## src/acp_pkg.sv

```systemverilog
// package for the arithmetic coprocessor: map, fields, timing
package acp_pkg;
   localparam logic [7:0] ADDR_BYTE0   = 8'he9;
   localparam logic [7:0] ADDR_BYTE1   = 8'hea;
   localparam logic [7:0] ADDR_BYTE2   = 8'heb;
   localparam logic [7:0] ADDR_BYTE3   = 8'hec;
   localparam logic [7:0] ADDR_BYTE4   = 8'hed;
   localparam logic [7:0] ADDR_BYTE5   = 8'hee;
   localparam logic [7:0] ADDR_CONTROL = 8'hef;
   localparam logic [7:0] CONTROL_RESET = 8'h00;
   localparam int CTL_ERR_BIT = 7;
   localparam int CTL_OVF_BIT = 6;
   localparam int CTL_DIR_BIT = 5;
   localparam logic [5:0] CYC_DIV32 = 6'h11;  // 17 cycles
   localparam logic [5:0] CYC_DIV16 = 6'h09;  // 9 cycles
   localparam logic [5:0] CYC_MUL   = 6'h0b;  // 11 cycles
   localparam logic [5:0] CYC_SHIFT_BASE = 6'h02; // shift: count/2 + 3
   localparam logic [5:0] CYC_NORM_BASE  = 6'h03; // normalize: count/2 + 4
   typedef enum logic [4:0] {
      ACP_OP_NONE  = 5'b00001,
      ACP_OP_DIV32 = 5'b00010,
      ACP_OP_DIV16 = 5'b00100,
      ACP_OP_MUL   = 5'b01000,
      ACP_OP_SHIFT = 5'b10000
   } acp_op_e;
endpackage : acp_pkg

```

## src/acp_calc_if.sv

```systemverilog
// operand and result bundle between sequencer and arithmetic core
`timescale 1ns/1ps
interface acp_calc_if;
   import acp_pkg::*;
   logic [47:0] operand;
   logic [5:0]  control;
   acp_op_e     op;
   logic [47:0] result;
   logic [4:0]  count;
   logic        ovf;
   modport seq  (output operand, control, op, input result, count, ovf);
   modport core (input operand, control, op, output result, count, ovf);
endinterface : acp_calc_if

```

## src/acp_arith.sv

```systemverilog
// combinational arithmetic core: divide, multiply, shift, normalize
`timescale 1ns/1ps
module acp_arith (
   acp_calc_if.core c   // operands in, results out
);
   import acp_pkg::*;

   wire [31:0] val    = c.operand[31:0];
   wire [15:0] divsr  = c.operand[47:32];
   wire [31:0] prod   = 32'(c.operand[15:0]) * 32'(c.operand[47:32]);
   wire [4:0]  sc     = c.control[4:0];
   wire        dz     = (divsr == 16'h0000);
   wire [31:0] q32    = dz ? 32'hffffffff : val / 32'(divsr);
   wire [15:0] r32    = dz ? 16'h0000 : 16'(val % 32'(divsr));
   wire [15:0] q16    = dz ? 16'hffff : val[15:0] / divsr;
   wire [15:0] r16    = dz ? 16'h0000 : val[15:0] % divsr;
   logic [4:0] lz;

   // count of leading zeros for normalize
   always_comb begin
      lz = 5'h1f;
      for (int i = 0; i < 32; i++) begin
         if (val[i]) begin
            lz = 5'(31 - i);
         end
      end
   end

   // result selection; unsigned throughout
   always_comb begin
      c.result = c.operand;
      c.count  = sc;
      c.ovf    = 1'b0;
      case (c.op)
         ACP_OP_DIV32: begin
            c.result = {r32, q32};
            c.ovf    = dz;
         end
         ACP_OP_DIV16: begin
            c.result = {r16, 16'h0000, q16};
            c.ovf    = dz;
         end
         ACP_OP_MUL: begin
            c.result = {c.operand[47:32], prod};
            c.ovf    = (prod[31:16] != 16'h0000);
         end
         ACP_OP_SHIFT: begin
            if (sc == 5'h00) begin
               c.result = {c.operand[47:32], val << lz};
               c.count  = lz;
               c.ovf    = val[31];
            end else if (c.control[CTL_DIR_BIT]) begin
               c.result = {c.operand[47:32], val >> sc};
            end else begin
               c.result = {c.operand[47:32], val << sc};
            end
         end
         default: begin
            c.result = c.operand;
         end
      endcase
   end
endmodule : acp_arith

```

## src/acp_busy_timer.sv

```systemverilog
// down counter that marks the execution phase
`timescale 1ns/1ps
module acp_busy_timer (
   input  wire logic       clk_i,    // core clock
   input  wire logic       arst_n_i, // async reset
   input  wire logic       load_i,   // start pulse
   input  wire logic [5:0] cycles_i, // cycles to run
   output logic            busy_o,   // execution in progress
   output logic            done_o    // last cycle pulse
);
   logic [5:0] remain;

   assign busy_o = (remain != 6'h00);
   assign done_o = (remain == 6'h01);

   // count remaining cycles
   always_ff @(posedge clk_i or negedge arst_n_i) begin
      if (!arst_n_i) begin
         remain <= 6'h00;
      end else if (load_i) begin
         remain <= cycles_i;
      end else if (busy_o) begin
         remain <= remain - 6'h01;
      end
   end
endmodule : acp_busy_timer

```

## src/acp_coprocessor.sv

```systemverilog
// arithmetic coprocessor: register file, operation select, sequencing
// Operation
// - write to byte 2 or 3 between byte 0 and byte 5 picks 32/16 divide
// - byte 4 then byte 5 gives 16/16 divide; byte 1 gives multiply
// - byte 5 write or control write starts the chosen calculation
// - calculation runs alone without stalling the core
// - latency 17, 9 and 11 cycles for div32, div16, multiply
// - shift takes 3 cycles at count 1 up to 18 at count 31
// - normalize takes 4 up to 19 cycles
// - final read of byte 5 or byte 3 ends the calculation
// - zero shift count selects normalize, else shift by that count
// - normalize shifts left until top bit set, stores shift count
// - control bit 5 picks shift direction, 1 means right
// - zeros enter at the vacated end during a shift
// - control bit 7 is the read-only sequence error flag
// - byte 0 write arms error checking, final read disarms it
// - any write during execution sets error; a byte 5 or control write also restarts
// - armed data read during execution sets error, work continues
// - error clears only on control register read
// - control bit 6 is the overflow flag of the last operation
// - overflow on divide by zero, product over 16 bits, normalize msb
// - other operations clear overflow; core cannot write it
// - results overwrite operand registers
`timescale 1ns/1ps
module acp_coprocessor (
   input  wire logic       CLK_I,     // core clock, 40 MHz
   input  wire logic       ARST_N_I,  // async reset, active low
   input  wire logic [7:0] ADDR_I,    // special register address
   input  wire logic [7:0] WDATA_I,   // write data
   input  wire logic       WR_I,      // write strobe
   input  wire logic       RD_I,      // read strobe
   output logic      [7:0] RDATA_O,   // read data, registered
   output logic            BUSY_O     // calculation executing
);
   import acp_pkg::*;

   logic [7:0]  data_byte [6];
   logic [5:0]  ctl;          // direction and shift count
   logic        err;
   logic        ovf;
   logic        armed;
   logic        seen_hi;      // byte 2 or 3 written
   logic        seen_b1;
   logic        seen_b4;
   acp_op_e     op;
   acp_op_e     final_op;     // op of last calculation, for final read
   logic [5:0]  cycles;
   wire         busy;
   wire         done;

   acp_calc_if calc ();

   // decode of the byte address
   function automatic logic [2:0] byte_idx(input logic [7:0] a);
      return 3'(a - ADDR_BYTE0);
   endfunction : byte_idx

   // leading zeros of the low word; sets the normalize run time
   function automatic logic [4:0] lead_zeros(input logic [31:0] v);
      logic [4:0] n;
      n = 5'h1f;
      for (int i = 0; i < 32; i++) begin
         if (v[i]) begin
            n = 5'(31 - i);
         end
      end
      return n;
   endfunction : lead_zeros

   wire        hit_data  = (ADDR_I >= ADDR_BYTE0) && (ADDR_I <= ADDR_BYTE5);
   wire        hit_ctl   = (ADDR_I == ADDR_CONTROL);
   wire [2:0]  idx       = byte_idx(ADDR_I);
   wire        wr_data   = WR_I && hit_data;
   wire        wr_ctl    = WR_I && hit_ctl;
   wire        rd_data   = RD_I && hit_data;
   wire        rd_ctl    = RD_I && hit_ctl;
   wire        wr_b0     = wr_data && (idx == 3'd0);
   wire        wr_b5     = wr_data && (idx == 3'd5);
   // starting writes choose the operation from the order seen so far
   wire        start_md  = wr_b5 && armed;
   wire        start_sh  = wr_ctl && armed;
   wire        start     = start_md || start_sh;
   wire        final_rd  = rd_data && !busy && armed &&
                           (((final_op == ACP_OP_DIV32 ||
                              final_op == ACP_OP_DIV16) && idx == 3'd5) ||
                            ((final_op == ACP_OP_MUL ||
                              final_op == ACP_OP_SHIFT) && idx == 3'd3));
   wire        err_set   = (busy && (WR_I && (hit_data || hit_ctl))) ||
                           (busy && armed && rd_data);
   wire [4:0]  sc_new    = wr_ctl ? WDATA_I[4:0] : ctl[4:0];
   wire [5:0]  shift_cyc = CYC_SHIFT_BASE + 6'(sc_new[4:1]) + 6'h01;
   // normalize time grows with the shifts it will perform
   wire [4:0]  norm_lz   = lead_zeros({data_byte[3], data_byte[2],
                                       data_byte[1], data_byte[0]});
   wire [5:0]  norm_cyc  = CYC_NORM_BASE + 6'(norm_lz[4:1]) + 6'h01;

   // pick operation type at the start write
   always_comb begin
      op = ACP_OP_NONE;
      if (start_sh) begin
         op = ACP_OP_SHIFT;
      end else if (start_md && seen_hi) begin
         op = ACP_OP_DIV32;
      end else if (start_md && seen_b1) begin
         op = ACP_OP_MUL;
      end else if (start_md && seen_b4) begin
         op = ACP_OP_DIV16;
      end
   end

   // cycle counts; shift and normalize grow with the count
   always_comb begin
      case (op)
         ACP_OP_DIV32: cycles = CYC_DIV32;
         ACP_OP_DIV16: cycles = CYC_DIV16;
         ACP_OP_MUL:   cycles = CYC_MUL;
         ACP_OP_SHIFT: cycles = (sc_new == 5'h00) ?
                                norm_cyc : shift_cyc;
         default:      cycles = 6'h00;
      endcase
   end

   acp_busy_timer u_timer (
      .clk_i    (CLK_I),
      .arst_n_i (ARST_N_I),
      .load_i   (start && op != ACP_OP_NONE),
      .cycles_i (cycles),
      .busy_o   (busy),
      .done_o   (done)
   );

   assign calc.operand = {data_byte[5], data_byte[4], data_byte[3],
                          data_byte[2], data_byte[1], data_byte[0]};
   assign calc.control = ctl;
   assign calc.op      = final_op;

   acp_arith u_arith (
      .c (calc)
   );

   assign BUSY_O = busy;

   // data bytes: core writes, results overwrite at completion
   always_ff @(posedge CLK_I or negedge ARST_N_I) begin
      if (!ARST_N_I) begin
         for (int i = 0; i < 6; i++) data_byte[i] <= 8'h00;
      end else if (wr_data) begin
         data_byte[idx] <= WDATA_I;
      end else if (done) begin
         for (int i = 0; i < 6; i++)
            data_byte[i] <= calc.result[8*i +: 8];
      end
   end

   // control fields; flags belong to hardware only
   always_ff @(posedge CLK_I or negedge ARST_N_I) begin
      if (!ARST_N_I) begin
         ctl <= CONTROL_RESET[5:0];
      end else if (wr_ctl) begin
         ctl <= WDATA_I[5:0];
      end else if (done && final_op == ACP_OP_SHIFT && ctl[4:0] == 5'h00) begin
         ctl[4:0] <= calc.count;
      end
   end

   // overflow reflects the last completed calculation
   always_ff @(posedge CLK_I or negedge ARST_N_I) begin
      if (!ARST_N_I) begin
         ovf <= CONTROL_RESET[CTL_OVF_BIT];
      end else if (done) begin
         ovf <= calc.ovf;
      end
   end

   // error flag: set wins over the clearing read
   always_ff @(posedge CLK_I or negedge ARST_N_I) begin
      if (!ARST_N_I) begin
         err <= CONTROL_RESET[CTL_ERR_BIT];
      end else if (err_set) begin
         err <= 1'b1;
      end else if (rd_ctl) begin
         err <= 1'b0;
      end
   end

   // arming and write-order tracking
   always_ff @(posedge CLK_I or negedge ARST_N_I) begin
      if (!ARST_N_I) begin
         armed    <= 1'b0;
         seen_hi  <= 1'b0;
         seen_b1  <= 1'b0;
         seen_b4  <= 1'b0;
         final_op <= ACP_OP_NONE;
      end else begin
         if (wr_b0) begin
            armed   <= 1'b1;
            seen_hi <= 1'b0;
            seen_b1 <= 1'b0;
            seen_b4 <= 1'b0;
         end else if (final_rd) begin
            armed   <= 1'b0;
         end else if (wr_data) begin
            if (idx == 3'd2 || idx == 3'd3) seen_hi <= 1'b1;
            // the later of bytes 1 and 4 decides multiply or divide
            if (idx == 3'd1) begin
               seen_b1 <= 1'b1;
               seen_b4 <= 1'b0;
            end
            if (idx == 3'd4) begin
               seen_b4 <= 1'b1;
               seen_b1 <= 1'b0;
            end
         end
         if (start && op != ACP_OP_NONE) begin
            final_op <= op;
         end
      end
   end

   // registered read data
   always_ff @(posedge CLK_I or negedge ARST_N_I) begin
      if (!ARST_N_I) begin
         RDATA_O <= 8'h00;
      end else if (rd_data) begin
         RDATA_O <= data_byte[idx];
      end else if (rd_ctl) begin
         RDATA_O <= {err, ovf, ctl};
      end
   end

   // checks
   busy_mul_a: assert property (@(posedge CLK_I) disable iff (!ARST_N_I)
      (start && op == ACP_OP_MUL) |=>
      busy [*8] ##1 busy ##1 busy ##1 busy ##1 !busy)
      else $error("multiply latency wrong");
   busy_div16_a: assert property (@(posedge CLK_I) disable iff (!ARST_N_I)
      (start && op == ACP_OP_DIV16) |=> busy [*8] ##1 busy ##1 !busy)
      else $error("div16 latency wrong");
   err_wr_a: assert property (@(posedge CLK_I) disable iff (!ARST_N_I)
      (busy && WR_I && hit_data) |=> err)
      else $error("busy write not flagged");
   err_rd_a: assert property (@(posedge CLK_I) disable iff (!ARST_N_I)
      (busy && armed && rd_data) |=> err)
      else $error("busy read not flagged");
   err_hold_a: assert property (@(posedge CLK_I) disable iff (!ARST_N_I)
      ($fell(err)) |-> $past(rd_ctl))
      else $error("error cleared without read");
   arm_a: assert property (@(posedge CLK_I) disable iff (!ARST_N_I)
      wr_b0 |=> armed)
      else $error("byte 0 write did not arm");
   ovf_a: assert property (@(posedge CLK_I) disable iff (!ARST_N_I)
      $changed(ovf) |-> $past(done))
      else $error("overflow moved outside done");
   sel32_a: assert property (@(posedge CLK_I) disable iff (!ARST_N_I)
      (start_md && seen_hi) |-> op == ACP_OP_DIV32)
      else $error("div32 not selected");
   cov_mul_c: cover property (@(posedge CLK_I) start && op == ACP_OP_MUL);
   cov_div_c: cover property (@(posedge CLK_I) start && op == ACP_OP_DIV32);
   cov_sh_c:  cover property (@(posedge CLK_I) start && op == ACP_OP_SHIFT);
   cov_err_c: cover property (@(posedge CLK_I) err_set);
endmodule : acp_coprocessor

```

## config.mk

```make
export PLATFORM = sky130hd
export DESIGN_NAME = acp_coprocessor
export DESIGN_NICKNAME = d
export VERILOG_FILES = /design/src/acp_pkg.sv /design/src/acp_calc_if.sv /design/src/acp_arith.sv /design/src/acp_busy_timer.sv /design/src/acp_coprocessor.sv
export SDC_FILE = /design/constraint.sdc
export NUM_CORES = 2
export LEC_CHECK = 0
export BUFFER_PORTS_ARGS = -buffer_cell sky130_fd_sc_hd__buf_4
export CORE_MARGIN = 3
export CORE_UTILIZATION = 50
export DETAILED_ROUTE_END_ITERATION = 7
export MAX_ROUTING_LAYER = met4
export PLACE_DENSITY_LB_ADDON = 0.1
export SYNTH_ARGS = -nofsm -noshare
export SYNTH_HDL_FRONTEND = slang
export SYNTH_HIERARCHICAL = 1
export SYNTH_SLANG_ARGS = --single-unit
```

## constraint.sdc

```tcl
create_clock -name CLK_I -period 259.1 [get_ports CLK_I]
set_input_delay 25.91 -clock CLK_I [delete_from_list [all_inputs] [get_ports CLK_I]]
set_output_delay 25.91 -clock CLK_I [all_outputs]
set_load 0.01 [all_outputs]
```

==> reports/results.tsv <==
metric	value	unit
drtIter0Drc	5492	
grt_pass1_wl	280.3	mm
die-area	98720	um2
use_met3	6.030	%
worst_path_largest_cell_delay	960	ps
via_per_inst	6.610	
r2r-start	calc.operand[32]$_DFFE_PN0P_	
antenna_found_initial	8	
grtUsageMet2	57.75	%
holdPathEnd	calc.op[0]$_DFFE_PN1P_	
nNetsFinal	7236	
die_w	314.2	um
clock_skew	12.12	ps
crit_fanout	36	
cts_root_buf	clkbuf_16	
grt_pass1_vias	47580	
tns	0	ps
final_common_cell	ha_1	
critical_path_class	register to register	
period_minus_slack	101510	ps
dp_hpwl	140.0	mm
vias	50520	
grt_usage	37.06	%
status	complete, no violations	
synth_top_cell_area_share	17.02	%
grt_max_degree	99	
cpMaxStageDelayCell	a21oi_1	
wirelength	184.4	mm
multi_input_area	42840	um2
fillers	9381	
yosys-top-cells-area	ha_1, fa_1, a21oi_1	
synth.net_count	7412	
layout-drive-gt1-share	7.979	%
die_h	314.2	um
cp.required	259370	ps
synth_area	47500	um2
cts.clk_slew.worst_paths	70	ps
portBuffers	28	
async_flop_share	100.0	%
yosys_warnings	6	
htreeDepth	3	
wl_per_cell	24.13	um
hold_path_class	register to register	
ys_seq_area_share	4.165	%
synth_cells	6550	
crit_top_cell	o21a_1	
relSlewSlack	6.872	%
cts_buffer_depth	2	
crit_arrival	101780	ps
rows	112	
layout_common_cells	ha_1, nand2_1, nor2_1	
met1_usage	47.56	%
hold_start	calc.op[0]$_DFFE_PN1P_	
clock_latency	380	ps
cts_resized	0	
cts_buffers	9	
io_pins	29	
maxSlewViolCount	0	
cts_sinks	79	
drt-pass1-iter-count	6	
setup.worst_path.start_class	register	
synth.distinct_cells	130	
cts_setup_buffers	0	
endpoint_kind	register	
grt-ovfl-total	0	
synth.avg_cell_area	7.251	um2
hold_depth	2	
grt_busiest_layer	met2	
core	93750	um2
areaGrowthSynthToFinish	3.775	%
rsz0062_at_grt	false	
synth_edf_count	0	
clock.fmax	0.009851	GHz
worst-slew-pin-transition	1379	ps
gp_congestion	1.079	
synth_top_area_cell	ha_1	
r2r_slack	157590	ps
synth_flop_cell	dfrtp_1	
seqCellArea	1982	um2
reg2reg_to	calc.operand[34]$_DFFE_PN0P_	
report.final.setup_viol	0	
drv_cap	0	
synth_seq_cells	79	
drc	0	
ant_nets	0	
post-route-period-util	39.18	%
cts_hold_buf	0	
cts_tree	built	
timing.hold.ws	493.0	ps
initial_core_util	50.66	%
worst_r2r_path_depth	422	
hold_violations	0	
## through the flow
| stage | worst slack, ps | area (um2) | cells | util [%] |
|---|---|---|---|---|
| global route | 149720 | 49290 | 7641 | 52.57 |
| floorplan | 166010 | 47500 | 6550 | - |
| global placement | 161820 | 48970 | 7617 | 52.24 |
| detailed placement | 159090 | 48970 | 7617 | 52.24 |
| finish | 157590 | 49290 | 7642 | 52.57 |
| CTS | 158930 | 49270 | 7633 | 52.55 |
## critical path: cells and delay by family, from the launching register on
kind            cells  cell delay, ps
flops               1             390
simple gates      111           26330
compound gates    253           57740
mux                 6            1970
buf+inv            20            4240
fa+ha+maj          32           10510
## metal layers
| layer | vias to the layer above | routed length (um) |
|---|---|---|
| li1 | 23650 | - |
| met1 | 24110 | 77170 |
| met2 | 2274 | 81660 |
| met3 | 486 | 16460 |
| met4 | 0 | 9084 |
| met5 | - | 0 |
## kinds of logic after synthesis
| group | share of synthesized area (%) |
|---|---|
| other | 0.007895 |
| adders and majority gates | 25.28 |
| buffers and inverters | 5.790 |
| xor gates and xnor gates | 5.232 |
| DFF | 4.165 |
| AOI/OAI and AO/OA | 28.77 |
| muxes | 7.995 |
| and+or+nand+nor | 22.76 |
## worst max path at each step
stage | slack (ps) | depth (start not counted) | startpoint | end
after floorplan | 166010 | 460 | calc.operand[32]$_DFFE_PN0P_ | calc.operand[33]$_DFFE_PN0P_
after CTS | 158930 | 422 | calc.operand[32]$_DFFE_PN0P_ | calc.operand[34]$_DFFE_PN0P_
final | 157590 | 422 | calc.operand[32]$_DFFE_PN0P_ | calc.operand[34]$_DFFE_PN0P_
after global routing | 149720 | 431 | calc.operand[32]$_DFFE_PN0P_ | calc.operand[32]$_DFFE_PN0P_
after detailed placement | 159090 | 422 | calc.operand[32]$_DFFE_PN0P_ | calc.operand[34]$_DFFE_PN0P_
after global placement | 161820 | 423 | calc.operand[32]$_DFFE_PN0P_ | calc.operand[34]$_DFFE_PN0P_
## synthesized netlist by cell type (all sizes together) (60+ instances only)
cell    instances
buf            70
ha            646
or2            75
nor3          322
a21oi         510
mux2          127
o21a          276
clkbuf        281
xor2          116
a21o          182
nor2b          60
o21ai         364
xnor2         166
a211oi         60
nand2b         71
nand4          62
nor4           62
and2           68
nand2         627
mux2i         214
o31ai         126
dfrtp          78
o211ai         76
nor2          625
nand3         113
fa            196
inv           353
## cell type report
class	instances	area share (%)
multi-input cells	5761	86.93
flip-flops and latches	79	4.021
well taps	1254	3.183
inverters	359	2.734
repair buffers	164	2.498
clock buffers	11	0.5128
clock inverters	5	0.07869
diodes	9	0.04569
## sequential cells by signal, indices dropped and copies added, names as in the netlist
signal          flops
seen_b4             1
err                 1
seen_b1             1
RDATA_O             8
seen_hi             1
armed               1
calc.control        6
calc.operand       48
u_timer/remain      6
calc.op             5
ovf                 1
Power is not shown: default switching activity piles up to over one toggle a cycle in this logic, so the estimate is an artifact.
